## config.mk

```make
export PLATFORM = sky130hd
export DESIGN_NAME = rtcc_control
export DESIGN_NICKNAME = d
export VERILOG_FILES = /design/src/rtcc_pkg.sv /design/src/rtcc_control.sv /design/src/rtcc_interval_timer.sv
export VERILOG_INCLUDE_DIRS = /design/src
export SDC_FILE = /design/constraint.sdc
export NUM_CORES = 1
export LEC_CHECK = 0
export ABC_AREA = 1
export BUFFER_PORTS_ARGS = -buffer_cell sky130_fd_sc_hd__buf_2
export CAP_MARGIN = 10
export CORE_ASPECT_RATIO = 0.8
export CORE_MARGIN = 5
export CORE_UTILIZATION = 57
export CTS_CLUSTER_DIAMETER = 150
export DETAILED_ROUTE_END_ITERATION = 7
export PLACE_DENSITY = 0.77
export SYNTH_ARGS = -nofsm -noshare
export SYNTH_HDL_FRONTEND = slang
export SYNTH_SLANG_ARGS = --single-unit
```

## constraint.sdc

```tcl
create_clock -name mclk -period 2 [get_ports mclk]
set_input_delay 0.1 -clock mclk [delete_from_list [all_inputs] [get_ports mclk]]
set_output_delay 0.1 -clock mclk [all_outputs]
set_load 0.02 [all_outputs]
```

## src/rtcc_consts.svh

```systemverilog
`ifndef RTCC_CONSTS_SVH
`define RTCC_CONSTS_SVH
`define RTCC_ADDR_CTRL        4'h0
`define RTCC_ADDR_SETUP       4'hf
`define RTCC_BIT_TEST         3
`define RTCC_BIT_CLK_HALT     2
`define RTCC_BIT_SEL          1
`define RTCC_BIT_TMR_HALT     0
`define RTCC_BIT_DCF          3
`define RTCC_BIT_TOF          0
`define RTCC_CLK_HZ           125000000
`define RTCC_TICK_MS          100
`define RTCC_TICK_CYC         ((`RTCC_CLK_HZ / 1000) * `RTCC_TICK_MS)
`define RTCC_OSC_HZ           32768
`define RTCC_OSC_HALF_CYC     (`RTCC_CLK_HZ / (2 * `RTCC_OSC_HZ))
`define RTCC_CODE_OFF         3'h0
`define RTCC_LEAP_RST         2'h0
`define RTCC_MONTH_DEC        5'h12
`define RTCC_MONTH_FEB        5'h02
`define RTCC_DAY_LAST_DAY_DEC 6'h31
`define RTCC_HOUR_11          6'h11
`define RTCC_MIN_59           7'h59
`define RTCC_SEC_59           7'h59
`define RTCC_TENTHS_9         4'h9
`endif

```

## src/rtcc_pkg.sv

```systemverilog
package rtcc_pkg;
    typedef enum logic [1:0] {
        RTCC_IDLE  = 2'b00,
        RTCC_RUN   = 2'b01,
        RTCC_DONE  = 2'b10
    } rtcc_tmr_e;
    typedef logic [3:0] rtcc_nib_t;
endpackage

```

## src/rtcc_control.sv

```systemverilog
// What this block does
// - Address 15 shows time format setup if select is 0, timer setup if 1.
// - Timekeeping and interval timing run regardless of the address-15 selection.
// - Time format setup: leap count bits 3:2, AM/PM bit 1, format bit 0.
// - Two-bit leap counter increments at New Year; zero means leap year.
// - Day count wraps at 28, 29, 30 or 31 by month and leap count.
// - AM/PM toggles at 11:59 to 12:00 in 12-hour mode; zero in 24-hour.
// - Format 0 counts hours 1 to 12; format 1 counts 0 to 23.
// - Interval code selects none, 0.1, 0.5, 1, 5, 10, 30 or 60 s.
// - Timer setup bit 3 picks one-shot or periodic timeouts.
// - Zero code clears interrupt, forces timer halt; new code waits for halt clear.
// - Timeouts within 1 ms; periodic timeouts stay locked to the first.
// - Address 0 writes load test, clock halt, select and timer halt.
// - Address 0 reads give time changed flag bit 3, zeros, timeout flag bit 0.
// - Test bit 1 enters test mode; 0 returns to normal.
// - Test mode with a zero interval code puts the buffered oscillator on the interrupt pin.
// - Clock halt stops timekeeping and clears tenths; clearing it resumes.
// - Timer halt stops and resets the timer; release gives a full interval.
// - One-shot timer stops after timeout; periodic keeps counting.
// - Update pulse sets time changed flag; only an address-0 read clears it.
// - Update pulse every 100 ms, all counters changing together.
// - Timeout sets timeout flag and drives interrupt low; address-0 read clears.
// - Clearing at read strobe trailing edge; flags frozen during the read.
// - Timeout during address-0 read is held, interrupt asserted after the read.
// - Update pulse during an address-0 read does not set the flag.
`timescale 1ns/100ps
`include "rtcc_consts.svh"
module rtcc_control #(
    parameter int TICK_CYC     = `RTCC_TICK_CYC,
    parameter int OSC_HALF_CYC = `RTCC_OSC_HALF_CYC
) (
    input  wire logic       mclk,
    input  wire logic       reset_n,
    input  wire logic       cs_n,
    input  wire logic       rd_n,
    input  wire logic       wr_n,
    input  wire logic [3:0] addr,
    input  wire logic [3:0] db_in,
    output logic      [3:0] db_out,
    output logic            db_oe,
    output logic            int_out,
    output logic            int_oe,
    output logic            tick
);
    ////////////////////////////////////////////////////////////////////////////////
    // Pin synchronisers
    logic       cs_m, rd_m, wr_m;
    logic [3:0] a_m, a_s, d_m, d_s;
    logic       cs_s, rd_s, wr_s;
    always_ff @(posedge mclk) begin
        cs_m <= cs_n;
        rd_m <= rd_n;
        wr_m <= wr_n;
        a_m  <= addr;
        d_m  <= db_in;
        cs_s <= cs_m;
        rd_s <= rd_m;
        wr_s <= wr_m;
        a_s  <= a_m;
        d_s  <= d_m;
    end

    logic rd_act, wr_act, rd_act_q, wr_act_q;
    logic ctrl_rd, ctrl_rd_end, wr_pulse;
    assign rd_act = !cs_s && !rd_s;
    assign wr_act = !cs_s && !wr_s;
    always_ff @(posedge mclk) begin
        if (!reset_n) begin
            rd_act_q <= 1'b0;
            wr_act_q <= 1'b0;
        end else begin
            rd_act_q <= rd_act;
            wr_act_q <= wr_act;
        end
    end
    assign ctrl_rd     = rd_act && a_s == `RTCC_ADDR_CTRL;
    assign wr_pulse    = wr_act && !wr_act_q;
    // Address held for the read; ends when the strobe rises
    logic ctrl_rd_q;
    always_ff @(posedge mclk) begin
        if (!reset_n)
            ctrl_rd_q <= 1'b0;
        else if (rd_act && !rd_act_q)
            ctrl_rd_q <= a_s == `RTCC_ADDR_CTRL;
        else if (!rd_act)
            ctrl_rd_q <= 1'b0;
    end
    assign ctrl_rd_end = ctrl_rd_q && !rd_act;

    ////////////////////////////////////////////////////////////////////////////////
    // Control latches and setup registers
    logic       test_mode, clk_halt, sel_timer, tmr_halt, tmr_kick;
    logic [1:0] leap_count;
    logic       pm, fmt24;
    logic [2:0] code;
    logic       repeat_mode;
    logic       new_year, noon_edge;
    logic       wr_ctrl, wr_setup;
    assign wr_ctrl  = wr_pulse && a_s == `RTCC_ADDR_CTRL;
    assign wr_setup = wr_pulse && a_s == `RTCC_ADDR_SETUP;

    always_ff @(posedge mclk) begin
        if (!reset_n) begin
            test_mode <= 1'b0;
            clk_halt  <= 1'b1;
            sel_timer <= 1'b0;
            tmr_halt  <= 1'b1;
        end else begin
            if (wr_ctrl) begin
                test_mode <= d_s[`RTCC_BIT_TEST];
                clk_halt  <= d_s[`RTCC_BIT_CLK_HALT];
                sel_timer <= d_s[`RTCC_BIT_SEL];
                tmr_halt  <= d_s[`RTCC_BIT_TMR_HALT];
            end
            if (code == `RTCC_CODE_OFF)
                tmr_halt <= 1'b1;
        end
    end

    always_ff @(posedge mclk) begin
        if (!reset_n) begin
            code        <= `RTCC_CODE_OFF;
            repeat_mode <= 1'b0;
        end else if (wr_setup && sel_timer) begin
            code        <= d_s[2:0];
            repeat_mode <= d_s[3];
        end
    end

    // One-shot restarts on each write of 0 to the halt bit, even if it already reads 0
    always_ff @(posedge mclk) begin
        if (!reset_n)
            tmr_kick <= 1'b0;
        else
            tmr_kick <= wr_ctrl && !d_s[`RTCC_BIT_TMR_HALT] && !repeat_mode;
    end

    always_ff @(posedge mclk) begin
        if (!reset_n) begin
            leap_count <= `RTCC_LEAP_RST;
            pm         <= 1'b0;
            fmt24      <= 1'b0;
        end else if (wr_setup && !sel_timer) begin
            leap_count <= d_s[3:2];
            fmt24      <= d_s[0];
            pm         <= d_s[0] ? 1'b0 : d_s[1];
        end else begin
            if (new_year)
                leap_count <= leap_count + 2'h1;
            if (fmt24)
                pm <= 1'b0;
            else if (noon_edge)
                pm <= !pm;
        end
    end

    ////////////////////////////////////////////////////////////////////////////////
    // Update pulse and a minimal calendar (BCD) driving the setup bits
    logic [26:0] tick_cyc;
    logic        tick_now;
    logic [3:0]  tenths;
    logic [6:0]  sec, min;
    logic [5:0]  hour, day;
    logic [4:0]  month;
    logic        sec_roll, min_roll, day_roll;
    logic [5:0]  hour_last, day_last;
    assign tick_now = !clk_halt && tick_cyc == 27'(TICK_CYC - 1);
    always_ff @(posedge mclk) begin
        if (!reset_n || clk_halt)
            tick_cyc <= 27'h0;
        else
            tick_cyc <= tick_now ? 27'h0 : tick_cyc + 27'h1;
    end
    always_ff @(posedge mclk) begin
        if (!reset_n)
            tick <= 1'b0;
        else
            tick <= tick_now;
    end

    function automatic logic [6:0] bcd_inc(input logic [6:0] v);
        bcd_inc = (v[3:0] == 4'h9) ? {v[6:4] + 3'h1, 4'h0} : {v[6:4], v[3:0] + 4'h1};
    endfunction

    always_comb begin
        unique case (month)
            5'h04, 5'h06, 5'h09, 5'h11: day_last = 6'h30;
            `RTCC_MONTH_FEB:            day_last = leap_count == 2'h0 ? 6'h29 : 6'h28;
            default:                    day_last = `RTCC_DAY_LAST_DAY_DEC;
        endcase
        hour_last = fmt24 ? 6'h23 : 6'h12;
    end

    assign sec_roll  = tick_now && tenths == `RTCC_TENTHS_9 && sec == `RTCC_SEC_59;
    assign min_roll  = sec_roll && min == `RTCC_MIN_59;
    assign noon_edge = min_roll && hour == `RTCC_HOUR_11;
    assign day_roll  = min_roll && (fmt24 ? hour == 6'h23 : (hour == `RTCC_HOUR_11 && pm));
    assign new_year  = day_roll && day == day_last && month == `RTCC_MONTH_DEC;

    always_ff @(posedge mclk) begin
        if (!reset_n) begin
            tenths <= 4'h0;
            sec    <= 7'h0;
            min    <= 7'h0;
            hour   <= 6'h12;
            day    <= 6'h01;
            month  <= 5'h01;
        end else if (clk_halt) begin
            tenths <= 4'h0;
        end else if (tick_now) begin
            tenths <= tenths == `RTCC_TENTHS_9 ? 4'h0 : tenths + 4'h1;
            if (tenths == `RTCC_TENTHS_9)
                sec <= sec == `RTCC_SEC_59 ? 7'h0 : bcd_inc(sec);
            if (sec_roll)
                min <= min == `RTCC_MIN_59 ? 7'h0 : bcd_inc(min);
            if (min_roll)
                hour <= hour == hour_last ? (fmt24 ? 6'h00 : 6'h01)
                                          : 6'(bcd_inc({1'b0, hour}));
            if (day_roll)
                day <= day == day_last ? 6'h01 : 6'(bcd_inc({1'b0, day}));
            if (day_roll && day == day_last)
                month <= month == `RTCC_MONTH_DEC ? 5'h01
                                                  : 5'(bcd_inc({2'b00, month}));
        end
    end

    ////////////////////////////////////////////////////////////////////////////////
    // Interval timer, flags and interrupt
    logic timeout, tcf, tof, tof_pend;
    rtcc_interval_timer #(.TICK_CYC(TICK_CYC)) u_timer (
        .mclk        (mclk),
        .reset_n     (reset_n),
        .halt        (tmr_halt || tmr_kick),
        .repeat_mode (repeat_mode),
        .code        (code),
        .timeout     (timeout)
    );

    always_ff @(posedge mclk) begin
        if (!reset_n)
            tcf <= 1'b0;
        else if (tick_now && !ctrl_rd && !ctrl_rd_q)
            tcf <= 1'b1;
        else if (ctrl_rd_end)
            tcf <= 1'b0;
    end

    always_ff @(posedge mclk) begin
        if (!reset_n) begin
            tof      <= 1'b0;
            tof_pend <= 1'b0;
        end else if (ctrl_rd_q || ctrl_rd) begin
            if (timeout)
                tof_pend <= 1'b1;
            if (ctrl_rd_end)
                tof <= 1'b0;
        end else if (code == `RTCC_CODE_OFF) begin
            tof      <= 1'b0;
            tof_pend <= 1'b0;
        end else if (timeout || tof_pend) begin
            tof      <= 1'b1;
            tof_pend <= 1'b0;
        end
    end

    logic [26:0] osc_cnt;
    logic        osc;
    always_ff @(posedge mclk) begin
        if (!reset_n) begin
            osc_cnt <= 27'h0;
            osc     <= 1'b0;
        end else if (osc_cnt == 27'(OSC_HALF_CYC - 1)) begin
            osc_cnt <= 27'h0;
            osc     <= !osc;
        end else begin
            osc_cnt <= osc_cnt + 27'h1;
        end
    end

    always_ff @(posedge mclk) begin
        if (!reset_n) begin
            int_out <= 1'b0;
            int_oe  <= 1'b0;
        end else if (test_mode && code == `RTCC_CODE_OFF) begin
            int_out <= osc;
            int_oe  <= 1'b1;
        end else begin
            int_out <= 1'b0;
            int_oe  <= tof;
        end
    end

    ////////////////////////////////////////////////////////////////////////////////
    // Read data
    always_ff @(posedge mclk) begin
        if (!reset_n) begin
            db_out <= 4'h0;
            db_oe  <= 1'b0;
        end else begin
            db_oe <= rd_act;
            if (a_s == `RTCC_ADDR_CTRL)
                db_out <= {tcf, 2'b00, tof};
            else if (a_s == `RTCC_ADDR_SETUP)
                db_out <= sel_timer ? {repeat_mode, code} : {leap_count, pm, fmt24};
            else
                db_out <= 4'h0;
        end
    end

    chk_read_freezes: assert property (@(posedge mclk) disable iff (!reset_n)
        ctrl_rd_q && rd_act |=> $stable(tcf) || ctrl_rd_end)
        else $error("time changed flag moved during read");
    chk_zero_code_halt: assert property (@(posedge mclk) disable iff (!reset_n)
        code == `RTCC_CODE_OFF |=> tmr_halt)
        else $error("timer not halted with zero code");
    chk_24h_no_pm: assert property (@(posedge mclk) disable iff (!reset_n)
        fmt24 && !wr_setup |=> !pm)
        else $error("pm set in 24-hour mode");
    chk_read_clears: assert property (@(posedge mclk) disable iff (!reset_n)
        ctrl_rd_end && !timeout && !tof_pend |=> !tof ##1 !int_oe || test_mode)
        else $error("read did not clear timeout");
    chk_halt_tenths: assert property (@(posedge mclk) disable iff (!reset_n)
        clk_halt |=> tenths == 4'h0 && !tick_now)
        else $error("tenths not held in halt");
    chk_pend_waits: assert property (@(posedge mclk) disable iff (!reset_n)
        ctrl_rd_q && rd_act && !tof && !test_mode |=> !int_oe)
        else $error("interrupt asserted during control read");
endmodule

```

## src/rtcc_interval_timer.sv

```systemverilog
`timescale 1ns/100ps
`include "rtcc_consts.svh"
module rtcc_interval_timer #(
    parameter int TICK_CYC = `RTCC_TICK_CYC
) (
    input  wire logic       mclk,
    input  wire logic       reset_n,
    input  wire logic       halt,
    input  wire logic       repeat_mode,
    input  wire logic [2:0] code,
    output logic            timeout
);
    ////////////////////////////////////////////////////////////////////////////////
    // Tenths of a second per interval code
    function automatic logic [9:0] tenths_of(input logic [2:0] c);
        unique case (c)
            3'h1:    tenths_of = 10'h001;
            3'h2:    tenths_of = 10'h005;
            3'h3:    tenths_of = 10'h00a;
            3'h4:    tenths_of = 10'h032;
            3'h5:    tenths_of = 10'h064;
            3'h6:    tenths_of = 10'h12c;
            3'h7:    tenths_of = 10'h258;
            default: tenths_of = 10'h000;
        endcase
    endfunction

    rtcc_pkg::rtcc_tmr_e state;
    logic [26:0]         cyc;
    logic [9:0]          tenths;
    logic                tenth_done;
    logic                last_tenth;

    assign tenth_done = (cyc == 27'(TICK_CYC - 1));
    assign last_tenth = (tenths == tenths_of(code) - 10'h001);

    // Free-running from the start, so repeats stay phase locked to the first
    always_ff @(posedge mclk) begin
        if (!reset_n || halt || state != rtcc_pkg::RTCC_RUN) begin
            cyc    <= 27'h0;
            tenths <= 10'h0;
        end else if (tenth_done) begin
            cyc    <= 27'h0;
            tenths <= last_tenth ? 10'h0 : tenths + 10'h001;
        end else begin
            cyc <= cyc + 27'h1;
        end
    end

    always_ff @(posedge mclk) begin
        if (!reset_n || halt) begin
            state <= rtcc_pkg::RTCC_IDLE;
        end else begin
            unique case (state)
                rtcc_pkg::RTCC_IDLE: state <= rtcc_pkg::RTCC_RUN;
                rtcc_pkg::RTCC_RUN:
                    if (tenth_done && last_tenth && !repeat_mode)
                        state <= rtcc_pkg::RTCC_DONE;
                rtcc_pkg::RTCC_DONE: state <= rtcc_pkg::RTCC_DONE;
                default: state <= rtcc_pkg::RTCC_IDLE;
            endcase
        end
    end

    always_ff @(posedge mclk) begin
        if (!reset_n || halt)
            timeout <= 1'b0;
        else
            timeout <= state == rtcc_pkg::RTCC_RUN && tenth_done && last_tenth;
    end

    chk_oneshot_stops: assert property (@(posedge mclk) disable iff (!reset_n)
        timeout && !repeat_mode && !halt |=> ##1 !timeout [*3])
        else $error("one-shot timer fired twice");
    chk_halt_silences: assert property (@(posedge mclk) disable iff (!reset_n)
        halt |=> !timeout)
        else $error("timeout while halted");
endmodule

```

; Yosys cells after proc, flatten, opt, wreduce, memory -nomap -nowiden
; Index checks and enable logic that the tools add are counted.
[totals]
word_cells = 229
register_bits = 178
inputBits = 13
out_inout_bits = 8
[op_classes]
mux = 41
reduce_logical = 82
eq_ne = 37
addsub = 17
n_bitwise = 3
[op_table]
columns = operator, count
row1 = $add 27x1->27 const B, 3
row2 = $pmux 10 s7, 1
row3 = $eq 27x24->1 const B, 2
row4 = $mux 6, 5
row5 = $eq 4x4->1 const B, 7
row6 = $logic_and 1x1->1, 28
row7 = $mux 7, 4
row8 = $eq 27x11->1 const B, 1
row9 = $add 4x1->4 const B, 6
row10 = $reduce_and 4->1, 5
row11 = $mux 1, 19
row12 = $mux 4, 4
row13 = $logic_not 1->1, 15
row14 = $reduce_and 3->1, 5
row15 = $eq 7x7->1 const B, 2
row16 = $reduce_bool 2->1, 7
row17 = $eq 3x3->1 const B, 4
row18 = $eq 6x6->1, 2
row19 = $add 10x1->10 const B, 1
row20 = $eq 10x10->1, 1
row21 = $eq 5x3->1 const B, 2
row22 = $eq 5x5->1 const B, 2
row23 = $mux 10, 1
row24 = $mux 5, 2
row25 = other kinds (27), 51

; Depth between registers and ports, before layout
; Gate-level depths: netlist (run 1).
[logic_depth]
word_depth = 10
depth_mapped = 16
mapped_depth_nobuf = 16

; By module
; A second synthesis (run 1) with hierarchy kept.
[unflattened]
hier_cells = 1208
area_unflattened_um2 = 8713.4
[modules_own_cells]
columns = module, seq_area_each_um2, cells_each, area_each_um2, instances
row1 = rtcc_control, 2762.6, 821, 6233.5, 1
row2 = rtcc_interval_timer, 800.8, 387, 2479.9, 1

; Worst setup path before layout (run 1)
; No wires, ideal clock.
[synth_path]
path_type = register -> register
startpoint = register code[2]
endpoint = register u_timer.tenths[5]
synth_period_minus_slack_ns = 2.046
setup_slack_ns = -0.046
stages_incl_launch_ff = 15
n_path_buf = 0
t_required_ns = 1.880
arrival_ns = 1.926
setup_time_ns = 0.120
cell_sequence = dfxtp_1 -> inv_1 -> nand2_1 -> nor2_1 -> inv_1 -> ha_1 -> nand2_1 -> o21ai_0 -> nand2_1 -> xor2_1 -> nand3_1 -> nor2_1 -> nand2_1 -> o21ai_1 -> nor2_1
[synth_between]
elab_chain_len = 5
elab_cells_between_ends = 11
classes_between = 1 x add/sub / 8 x eq/ne / 2 x mux
[synth_lines]
columns = element, line
row1 = from (decl), rtcc_control.sv:95  ; logic [2:0] code;
row2 = from (signal assigned), rtcc_control.sv:122  ; code <= `RTCC_CODE_OFF;
row3 = from (signal assigned), rtcc_control.sv:125  ; code <= d_s[2:0];
row4 = "$eq 3x3->1, or another cell as far along", rtcc_interval_timer.sv:16  ; unique case (c)
row5 = $pmux 10 s7 (*), rtcc_interval_timer.sv:16
row6 = $sub 10x1->10 (*), rtcc_interval_timer.sv:35  ; assign last_tenth = (tenths == tenths_of(code) - 10'h001);
row7 = $eq 10x10->1 (*), rtcc_interval_timer.sv:35
row8 = $mux 10 (*), rtcc_interval_timer.sv:44  ; tenths <= last_tenth ? 10'h0 : tenths + 10'h001;
row9 = to (signal assigned), rtcc_interval_timer.sv:44
row10 = to (decl), rtcc_interval_timer.sv:30  ; logic [9:0] tenths;
; Mark *: on every way between the ends. The rest lies on a longest branch, timed or not.
; A chain may end at the register's enable or synchronous reset.

; Worst setup path after layout (run 1)
[layout_path]
startpoint = register code[0]
endpoint = register u_timer.state[1]
[layout_between]
elab_chain_len = 7
elab_cells_between_ends = 13
classes_between = 1 x add/sub / 9 x eq/ne / 1 x mux / 2 x reduce/logical
[layout_lines]
columns = element, line
row1 = "$eq 3x3->1, or another cell as far along", rtcc_interval_timer.sv:16
row2 = $pmux 10 s7 (*), rtcc_interval_timer.sv:16
row3 = $sub 10x1->10 (*), rtcc_interval_timer.sv:35
row4 = $eq 10x10->1 (*), rtcc_interval_timer.sv:35
row5 = $logic_and 1x1->1 (*) (2 in a row), rtcc_interval_timer.sv:57  ; if (tenth_done && last_tenth && !repeat_mode)
row6 = $ne 2x1->1 (no source line) (*), -
row7 = to (signal assigned), rtcc_interval_timer.sv:58  ; state <= rtcc_pkg::RTCC_DONE;
row8 = to (signal assigned), rtcc_interval_timer.sv:59  ; rtcc_pkg::RTCC_DONE: state <= rtcc_pkg::RTCC_DONE;
row9 = to (signal assigned), rtcc_interval_timer.sv:60  ; default: state <= rtcc_pkg::RTCC_IDLE;
row10 = to (decl), rtcc_interval_timer.sv:28  ; rtcc_pkg::rtcc_tmr_e state;
; Marked as above.

==> results.md, run 1 <==
* Max_cap viols at 0
* Initial antenna violation count at 0
* Worst Path Arrival at 2.36 ns
* Worst vdd ir at ~0.54 mV
* Outcome: finished with violations
* Wire per inst at 13.27 um
* Rows at 40
* Hold path start: reset_n
* Register area at approximately 3600 sq um
* Largest net degree at the start of global routing at 28
* CP max-delay cell: dfxtp_4
* Worst-path clk slew at roughly 0.070 ns
* Minimum clock period at between 2 and 2.5 ns
* RSZ-0062 raised after global routing: yes
* DIE AREA at 17810 sq um
* Required time worst endpoint at 2.34 ns
* Sequential fraction of the synthesis area at between 40% and 50%
* Post-Route WL at 19.87 mm
* Vias in the first global route at 7083
* RD Place Congestion at 0.8793
* P_sw at 1696 uW
* Via density at 5.316
* Worst-Margin Slew at around 0.50 ns
* Async SR Flop Fraction at 0%
* Syn nets at between 1000 and 1500
* Ant diodes at 0
* CTS tree: built
* GRT Total Usage at 21.91%
* Setup TNS at -0.06329 ns
* Grt met2 use at 34.20%
* Total gr overflow at 0
* Commonest cells after routing, fill and taps aside: 189 x nand2_1, 158 x dfxtp_1, 152 x inv_1
* Flop pwr share at 50.4%
* Clock tree sinks at approximately 180
* Final setup vio count at 3
* RR Startpoint: code[0]
* I/O Buffers at 20
* Path type of the worst min-delay path: in2reg
* Layer with the highest usage: met2
* Switching share of power at roughly a quarter
* Final #Nets at 1330
* Relative slew slack at approximately two thirds
* CP most frequent cell: nand2_2
* Die height at about 120 um
* Overall power at roughly 7000 uW
* Pwr per Cell Area at around 670 nW/um^2
* Most common cell after layout, fill and taps aside: nand2_1
* Layout cell share with drive strength beyond 1 at roughly 21%
* Post-route setup slack at -0.02627 ns
* Residual DRC count at 0
* Synth Warn # at 0
* Synth unique cells at roughly 50
* Leakage at ~0.0043 uW
* Met3 GRT Util at under 10%
* Flop-to-flop setup slack at -0.03 ns
* Hold path depth at 5
* Mapped Cells at between 1000 and 1500
* Final cycle utilization of the critical path at 101.3%
* Worst skew pair latency at approximately 0.44 ns
* Final Hold Viols at 0
* Via count at roughly 8000
* GR Util met1 at a little under a third
* # IOs at 21
* Die X at about 150 um
* Highest Clock Rate at 0.4935 GHz
* Root Driver: clkbuf_16
* Failing checks: setup timing
* CTS Buffer Depth at 2
* Post-DRT Antenna Nets at 0
* First DRT Iteration DRCs at approximately 560
* H-tree levels at 4
* Register-to-Register Path Depth at 14
* Startpoint type of the worst setup path: flip-flop
* Dominant synthesized flop cell: dfxtp_1
* #FFs+latches synth at roughly 180
* Clock share of power at approximately 48%
* Worst Setup End Kind: flip-flop
* Crit Path Max Fanout at 4
* Core area at about 15000 sq um
* Crit path cell chain: nor2_4 > nor2_4 > inv_2 > ha_4 > nand2_2 > and2_4 > nand2_2 > nand2_2 > nor2_1 > nand3_1 > nor2_2 > nand4_1 > a21oi_1 > nor2_1
* Synth-to-layout area growth at 22.00%
* Slowest cell delay on critical path at 0.37 ns
* Mapped Avg Cell Area at ~7.3 sq um
* DR pass1 iterations at 5
* End of the worst register-to-register path: u_timer.state[1]
* Comb pwr share at around 1.6%
* Number of synthesized flops with an enable pin at 0
* Multi-input combinational cell area at roughly 4700 sq um
* Final clock skew at about 0.010 ns
* Cts bufs inserted at 17
* First-pass GRT wire length at between 30 and 40 mm
* Critical path start-end classification: reg2reg
* DPL Wire Length at 13.34 mm
* Final Max Slew Viols at 0
* Initial Util at between 50% and 60%
* Pint at between 5000 and 6000 uW
* Fill cell count at between 1000 and 1500
* Hold path endpoint: u_timer.state[0]
* Mapped cell area at 8678 sq um
-- cells in the mapped netlist, types with 5 or more instances --
library cell / count / area [sq um]
nand2_1: 205 / 769.5
dfxtp_1: 178 / 3563
nor2_1: 162 / 608.1
inv_1: 158 / 593.1
nand3_1: 80 / 400.4
a21oi_1: 65 / 325.3
nor3_1: 57 / 285.3
o21ai_0: 46 / 230.2
nand4_1: 44 / 275.3
xor2_1: 32 / 280.3
ha_1: 21 / 262.8
nor3b_1: 15 / 112.6
inv_2: 14 / 52.55
nor2_2: 13 / 81.33
clkbuf_1: 7 / 26.28
nor3_2: 7 / 70.07
xnor2_1: 7 / 61.31
buf_2: 6 / 30.03
nand3_2: 6 / 60.06
nor4_1: 6 / 37.54
nor2_4: 5 / 56.30
o21ai_1: 5 / 25.02
o22ai_1: 5 / 31.28
-- timing repair --
action,CTS,global route
endpoints found under the hold margin,11,0
hold buffers,11,0
pin swaps,12,47
endpoints found under the setup margin,13,72
setup buffers,3,20
gates resized for setup,21,96
-- power groups by stage --
stage	Combinational [uW]	Sequential, uW	Clock [uW]
floorplan	55.8	3670	0
finish	115	3580	3410
detailed placement	95.2	3680	0
CTS	114	3590	3460
global route	130	3590	3600
global placement	92.9	3670	0
-- per-stage QoR --
stage	hold WS (ns)	instance area, sq um	instances	util (%)	setup slack, ns
6_report	0.06506	10590	1498	70.75	-0.02627
5_1_grt	0.08102	10590	1498	70.75	-0.1711
4_1_cts	0.06228	10140	1478	67.79	-0.03961
3_5_place_dp	0.2036	9331	1432	62.36	-0.1637
3_3_place_gp	0.2020	9331	1432	62.36	-0.02716
2_1_floorplan	0.1277	8685	1191	-	0.01534
-- how the worst max path moves through the flow --
stage	end	startpoint	depth (start not counted)	slack, ns
finish	u_timer.state[1]	code[0]	14	-0.03
floorplan	u_timer.tenths[7]	code[2]	14	0.02
CTS	u_timer.state[0]	code[0]	13	-0.04
global placement	u_timer.tenths[7]	code[0]	13	-0.03
detailed placement	u_timer.tenths[7]	code[0]	14	-0.16
global route	u_timer.state[0]	code[0]	15	-0.17
-- kinds of logic (layout without fill, tap and decap cells) --
logic type      after synthesis  after routing  synth area share, %
simple gates                627            627                35.19
compound gates              138            138                8.550
buf+inv                     188            306                8.232
fa+ha+maj                    21             21                3.028
flops                       178            178                41.06
xor+xnor                     39             39                3.936
-- registers in the layout (all words and copies together), names as in the netlist, 2 cells and up --
| register | flops |
|---|---|
| osc_cnt | 27 |
| tick_cyc | 27 |
| u_timer.cyc | 27 |
| u_timer.tenths | 10 |
| min | 7 |
| sec | 7 |
| day | 6 |
| hour | 6 |
| month | 5 |
| a_m | 4 |
| a_s | 4 |
| d_m | 4 |
| d_s | 4 |
| db_out | 4 |
| tenths | 4 |
| code | 3 |
| leap_count | 2 |
| u_timer.state | 2 |
-- routing by layer --
layer  vias to the layer above  share of wire, %
met1                      3646                48
met3                        38               4.1
met5                         -                 0
met2                       165                46
met4                         0               1.7
li1                       4115                 -
-- final cells by class --
cell class	count	share of cell area, %
clock buffer	17	4.018
clock inverter	15	1.784
tap	189	2.234
multi-input combinational	825	44.50
timing repair buffer	100	7.185
sequential	178	34.08
inverter	174	6.192
-- worst max-delay path: cells and delay by family (launching register included) --
family / cells / cell delay, ns
simple gates: 11 / 1.14
fa+ha+maj: 1 / 0.16
buf+inv: 1 / 0.08
compound gates: 1 / 0.19
flops: 1 / 0.37
Power figures use the tool's default switching activity.
==> run 2: changes to the inputs <==
--- a/config.mk
+++ b/config.mk
@@ -6,15 +6,15 @@
 export SDC_FILE = /design/constraint.sdc
 export NUM_CORES = 1
 export LEC_CHECK = 0
-export ABC_AREA = 1
+export ABC_AREA = 0
 export BUFFER_PORTS_ARGS = -buffer_cell sky130_fd_sc_hd__buf_2
 export CAP_MARGIN = 10
 export CORE_ASPECT_RATIO = 0.8
 export CORE_MARGIN = 5
-export CORE_UTILIZATION = 57
+export CORE_UTILIZATION = 56
 export CTS_CLUSTER_DIAMETER = 150
 export DETAILED_ROUTE_END_ITERATION = 7
-export PLACE_DENSITY = 0.77
+export PLACE_DENSITY = 0.75
 export SYNTH_ARGS = -nofsm -noshare
 export SYNTH_HDL_FRONTEND = slang
 export SYNTH_SLANG_ARGS = --single-unit
==> constraint.sdc (replaced) <==
create_clock -name mclk -period 1.8 [get_ports mclk]
set_input_delay 0.09 -clock mclk [delete_from_list [all_inputs] [get_ports mclk]]
set_output_delay 0.09 -clock mclk [all_outputs]
set_load 0.02 [all_outputs]
==> results.md, run 2 <==
* Register-to-Register Path Depth at 10
* Final cycle utilization of the critical path at 134.5%
* Synth area leaders: dfxtp_1 43%, xor2_1 6.2%, nor2_1 6.1%
* Mapped Cells at 949
* Die height at 119.0 um
* Vias in the first global route at between 7000 and 8000
* Post-DP Area at between 10000 and 15000 sq um
* Crit path buffers/inverters at 1
* Worst-Margin Slew at 0.6442 ns
* Overall power at about 8000 uW
* Via count at about 8500
* Async SR Flop Fraction at 0%
* Post-synth top area cell: dfxtp_1
* WHS at ~0.29 ns
* GRT Total Usage at roughly a quarter
* Ant diodes at 0
* Worst-path clk slew at 0.07 ns
* I/O Buffers at 20
* Final #Nets at between 1000 and 1500
* Crit Path Max Fanout at 5
* Number of synthesized flops with an enable pin at 0
* Path type of the worst min-delay path: in2reg
* RR Startpoint: code[1]
* Flop pwr share at between 40% and 50%
* Final Hold Viols at 0
* Required time worst endpoint at 2.17 ns
* Synth Warn # at 0
* Initial Util at a little under three fifths
* Commonest cells after routing, fill and taps aside: 196 x buf_4, 149 x dfxtp_1, 119 x nor2_1
* Worst Setup End Kind: flip-flop
* First DRT Iteration DRCs at between 900 and 1000
* H-tree levels at 4
* # IOs at 21
* DIE AREA at approximately 17000 sq um
* Flop-to-flop setup slack at -0.62 ns
* Comb pwr share at approximately 2.4%
* Syn nets at approximately 980
* Outcome: finished with violations
* Critical path start-end classification: reg2reg
* Clock share of power at 47.7%
* DR pass1 iterations at 6
* Final Max Slew Viols at 0
* Delay-heaviest family, CP: simple AND/OR/NAND/NOR gates
* Wire per inst at about 19 um
* Highest Clock Rate at just over 0.4 GHz
* Mapped Avg Cell Area at about 9 sq um
* Final setup vio count at 90
* Pint at roughly 6200 uW
* Die X at approximately 150 um
* Register area at approximately 3600 sq um
* Cell area after layout at roughly 12000 sq um
* CTS tree: built
* Fill cell count at around 740
* Cts bufs inserted at 17
* Worst vdd ir at 0.8317 mV
* Mapped cell area at approximately 8300 sq um
* CTS Buffer Depth at 2
* Crit path cell chain: nand2b_4 > o22a_1 > ha_4 > or4_4 > nand3_2 > a311oi_2 > a311oi_1 > buf_4 > and4b_2 > nor2b_1
* Root Driver: clkbuf_16
* Dpl cells at 1317
* Pwr per Cell Area at 675.7 nW/um^2
* Max_cap viols at 0
* Post-DRT Antenna Nets at 0
* Slowest cell delay on critical path at 0.42 ns
* Synth-to-layout area growth at 43.06%
* Initial antenna violation count at 0
* Clock tree sinks at between 150 and 200
* Residual DRC count at 0
* RSZ-0062 raised after global routing: yes
* First-pass GRT wire length at between 30 and 40 mm
* #FFs+latches synth at between 150 and 200
* RD Place Congestion at 0.8545
* Capture point of the worst path: u_timer.timeout
* Minimum clock period at between 2 and 2.5 ns
* Critical path origin: code[1]
* Multi-input combinational cell area at 5273 sq um
* Leakage at 0.004627 uW
* WP depth at 10
* Final clock skew at between 0.01 and 0.015 ns
* Relative slew slack at 56.66%
* Worst skew pair latency at approximately 0.44 ns
* Worst Path Arrival at ~2.8 ns
* Most common cell after layout, fill and taps aside: buf_4
* P_sw at between 1500 and 2000 uW
* CP max-delay cell: or4_4
* Count leader, synth: dfxtp_1
* Layout cell share with drive strength beyond 1 at a little under two fifths
* Core area at between 10000 and 15000 sq um
* Via density at between 6 and 7
* Failing checks: setup timing
* Rows at 39
* End of the worst register-to-register path: u_timer.timeout
* Startpoint type of the worst setup path: flip-flop
* Dominant synthesized flop cell: dfxtp_1
* Post-route setup slack at -0.6202 ns
* Post-synth top cells: 178 x dfxtp_1, 136 x nor2_1, 78 x nand2_1
* Sequential fraction of the synthesis area at 42.83%
* DPL Wire Length at approximately 14 mm
* Largest regs: osc_cnt: 27 flops, tick_cyc: 27 flops, u_timer.cyc: 27 flops
* Switching share of power at a little under a quarter
* Top-area cell type share of the netlist area at 42.83%
* Non-Filler Instances at ~1400
* Post-Route WL at ~27 mm
* Synth unique cells at 70
* Largest net degree at the start of global routing at 28
* Total gr overflow at 0
* Dpl ws at -0.7531 ns
-- run 2: changes by cell type in the layout (fill, tap and decap cells not counted), moves of 27 or more --
cell / delta
buf_4: +131
inv_1: -128
nand2_1: -118
a21oi_1: -50
nor3_1: -40
nand3_1: -33
xor2_1: +28
buf_6: +27
-- run 2: worst min-delay path by stage --
stage             start      to  slack (ns)  depth (start not counted)
6_report           wr_n    wr_m        0.29                          2
3_3_place_gp    addr[1]  a_m[1]        0.19                          1
2_1_floorplan   addr[0]  a_m[0]        0.12                          0
5_1_grt         addr[3]  a_m[3]        0.28                          2
4_1_cts        db_in[2]  d_m[2]        0.26                          2
3_5_place_dp       rd_n    rd_m        0.19                          1
-- run 2: final cells by class --
class	instances	share of cell area (%)
multi-input cells	709	44.30
flip-flops and latches	178	30.35
repair buffers	260	17.42
clock buffers	18	3.606
well taps	184	1.934
clock inverters	13	1.419
inverters	30	0.9672
-- run 2: cells by family (layout without fill, tap and decap cells) --
group / count (synthesis) / in the layout / share of synthesized area [%]
flip-flops: 178 / 178 / 42.83
adder cells (fa/ha/maj): 21 / 21 / 3.158
AND/OR/NAND/NOR: 466 / 470 / 29.60
AO/OA/AOI/OAI: 106 / 106 / 9.129
multiplexers: 20 / 20 / 2.406
buffers and inverters: 66 / 321 / 3.188
XOR/XNOR: 92 / 92 / 9.686
-- run 2: metal layers --
layer | wire (um) | vias up | track usage (%)
li1 | - | 3861 | -
met1 | 11070 | 4072 | 33.41
met2 | 13060 | 429 | 43.68
met3 | 1629 | 114 | 5.429
met4 | 1018 | 0 | 11.46
met5 | 0 | - | 0
-- run 2: repair_timing --
action                     CTS  global route
buffers inserted            19            15
hold buffers                12             0
hold endpoints to repair    14             0
gates resized for setup     92           115
pin swaps                   65            64
setup endpoints to repair  108           137
gates cloned                 4             1
-- run 2: power by group through the flow --
stage | logic, uW | clock network (uW) | registers [uW]
finish | 196 | 3840 | 4010
global route | 213 | 4040 | 4010
CTS | 174 | 3850 | 4010
detailed placement | 150 | 0 | 4100
global placement | 145 | 0 | 4100
floorplan | 77.2 | 0 | 4090
-- run 2: per-stage QoR --
stage               TNS, ns  util [%]
detailed placement   -17.16     70.38
finish               -17.23     82.40
global placement     -12.96     70.38
CTS                  -12.63     79.10
global route         -25.44     82.40
floorplan            -13.85         -
==> run 3: changes to the inputs <==
--- a/config.mk
+++ b/config.mk
@@ -13,8 +13,10 @@
 export CORE_MARGIN = 5
 export CORE_UTILIZATION = 56
 export CTS_CLUSTER_DIAMETER = 150
+export CTS_CLUSTER_SIZE = 40
 export DETAILED_ROUTE_END_ITERATION = 7
 export PLACE_DENSITY = 0.75
+export SETUP_SLACK_MARGIN = 0.1
 export SYNTH_ARGS = -nofsm -noshare
 export SYNTH_HDL_FRONTEND = slang
 export SYNTH_SLANG_ARGS = --single-unit
==> results.md, run 3 (synthesis gave the netlist of run 2 again) <==
* Outcome: finished with violations
* Failing checks: setup timing
* RD Place Congestion at slightly below 0.9
* Largest net degree at the start of global routing at 19
* Worst Path Arrival at between 2 and 3 ns
* Synth-to-layout area growth at 46.65%
* Startpoint type of the worst setup path: flip-flop
* Final clock skew at about 0.018 ns
* Clock tree sinks at ~180
* H-tree levels at 4
* I/O Buffers at 20
* Critical path start-end classification: reg2reg
* Required time worst endpoint at 2.12 ns
* Worst vdd ir at between 0.9 and 1 mV
* Via count at between 8000 and 9000
* Highest Clock Rate at 0.3999 GHz
* Ant diodes at 0
* RSZ-0062 raised after global routing: yes
* WHS at roughly 0.26 ns
* Worst-Margin Slew at around 0.77 ns
* Final Max Slew Viols at 0
* Die X at between 100 and 150 um
* Final cycle utilization of the critical path at 138.9%
* Core area at about 14000 sq um
* Rows at 39
* Path type of the worst min-delay path: in2reg
* First-pass GRT wire length at around 37 mm
* Final setup vio count at 136
* Initial antenna violation count at 1
* Minimum clock period at around 2.5 ns
* # IOs at 21
* Post-route setup slack at -0.7009 ns
* Residual DRC count at 0
* DR pass1 iterations at 6
* GRT Total Usage at between 20 and 30%
* Root Driver: clkbuf_16
* Relative slew slack at approximately 48%
* Layout cell share with drive strength beyond 1 at 40.17%
* CTS tree: built
* Worst skew pair latency at roughly 0.46 ns
* Final Hold Viols at 0
* Leakage at 0.004683 uW
* First DRT Iteration DRCs at ~1200
* Wire per inst at around 22 um
* Via density at 6.397
* Overall power at around 8000 uW
* Post-DRT Antenna Nets at 0
* CTS Buffer Depth at 2
* Worst Setup End Kind: flip-flop
* Most common cell after layout, fill and taps aside: buf_4
* Total gr overflow at 0
* Worst-path clk slew at about 0.08 ns
* Crit Path Max Fanout at 5
* Cts bufs inserted at 17
* Initial Util at between 50% and 60%
* Largest regs: osc_cnt: 27 flops, tick_cyc: 27 flops, u_timer.cyc: 27 flops
* Dpl ws at -0.7251 ns
* Fin util at 84.47%
* Vias in the first global route at between 7000 and 8000
* Final #Nets at 1226
* DPL Wire Length at 13.61 mm
* Post-Route WL at a little over 30 mm
* Pwr per Cell Area at around 660 nW/um^2
* Commonest cells after routing, fill and taps aside: 185 x buf_4, 146 x dfxtp_1, 89 x nor2_1
* DIE AREA at ~17000 sq um
* Die height at 119.0 um
* Max_cap viols at 0
-- run 3: changes by cell type in the layout (fill, tap and decap cells not counted), moves of 4 or more --
cell	change
buf_4	-11
nor3_1	+4
buf_12	+4
nor2_4	+26
dfxtp_2	+5
nor2_1	-30
nor2_2	+4
-- run 3: timing repair --
| action | in CTS | in global routing |
|---|---|---|
| hold buffers | 12 | 0 |
| pin swaps | 40 | 57 |
| endpoints found under the hold margin | 14 | 0 |
| resized for setup | 94 | 142 |
| gates cloned | 7 | 3 |
| buffers inserted | 18 | 17 |
| endpoints found under the setup margin | 136 | 138 |
-- run 3: layer usage --
layer  track usage (%)  share of wire (%)
met1             33.45                 37
met2             43.68                 48
met3             4.024                8.2
met4             9.342                7.3
met5                 0              0.042
-- run 3: final cells by class --
cell class	instances	area, sq um
inverters	30	115.1
repair buffers	259	2258
clock buffers	19	442.9
well taps	184	230.2
clock inverters	13	136.4
flip-flops and latches	178	3611
multi-input cells	706	5406
fillers	657	2243
-- run 3: metrics by stage --
step / instances / setup TNS [ns] / cell area, sq um
6_report: 1389 / -36.72 / 12200
5_1_grt: 1389 / -49.83 / 12200
3_5_place_dp: 1308 / -19.53 / 10180
2_1_floorplan: 949 / -14.07 / 8630
4_1_cts: 1375 / -19.90 / 11520
3_3_place_gp: 1308 / -17.68 / 10180
-- run 3: final timing paths --
check / slack (ns) / cells after the start / startpoint / endpoint
worst max-delay path: -0.70 / 11 / code[1] / u_timer.tenths[0]
worst max register to register: -0.70 / 11 / code[1] / u_timer.tenths[0]
worst min-delay path: 0.26 / 2 / cs_n / cs_m
worst min register to register: 0.33 / 0 / a_m[3] / a_s[3]
-- run 3: report_power, final --
part	switching (uW)	internal, uW
clock network	1850	1870
registers	39.5	3970
logic	153	121
total	2040	5970
-- run 3: worst max-delay path: stages (launching register included) --
cell	delay (ns)
dfxtp_2	0.39
nand2_1	0.11
o22a_1	0.25
ha_4	0.19
xor2_1	0.16
o21ai_0	0.19
o311ai_0	0.18
a311oi_1	0.30
buf_4	0.19
buf_4	0.11
a311o_1	0.19
a21oi_1	0.09
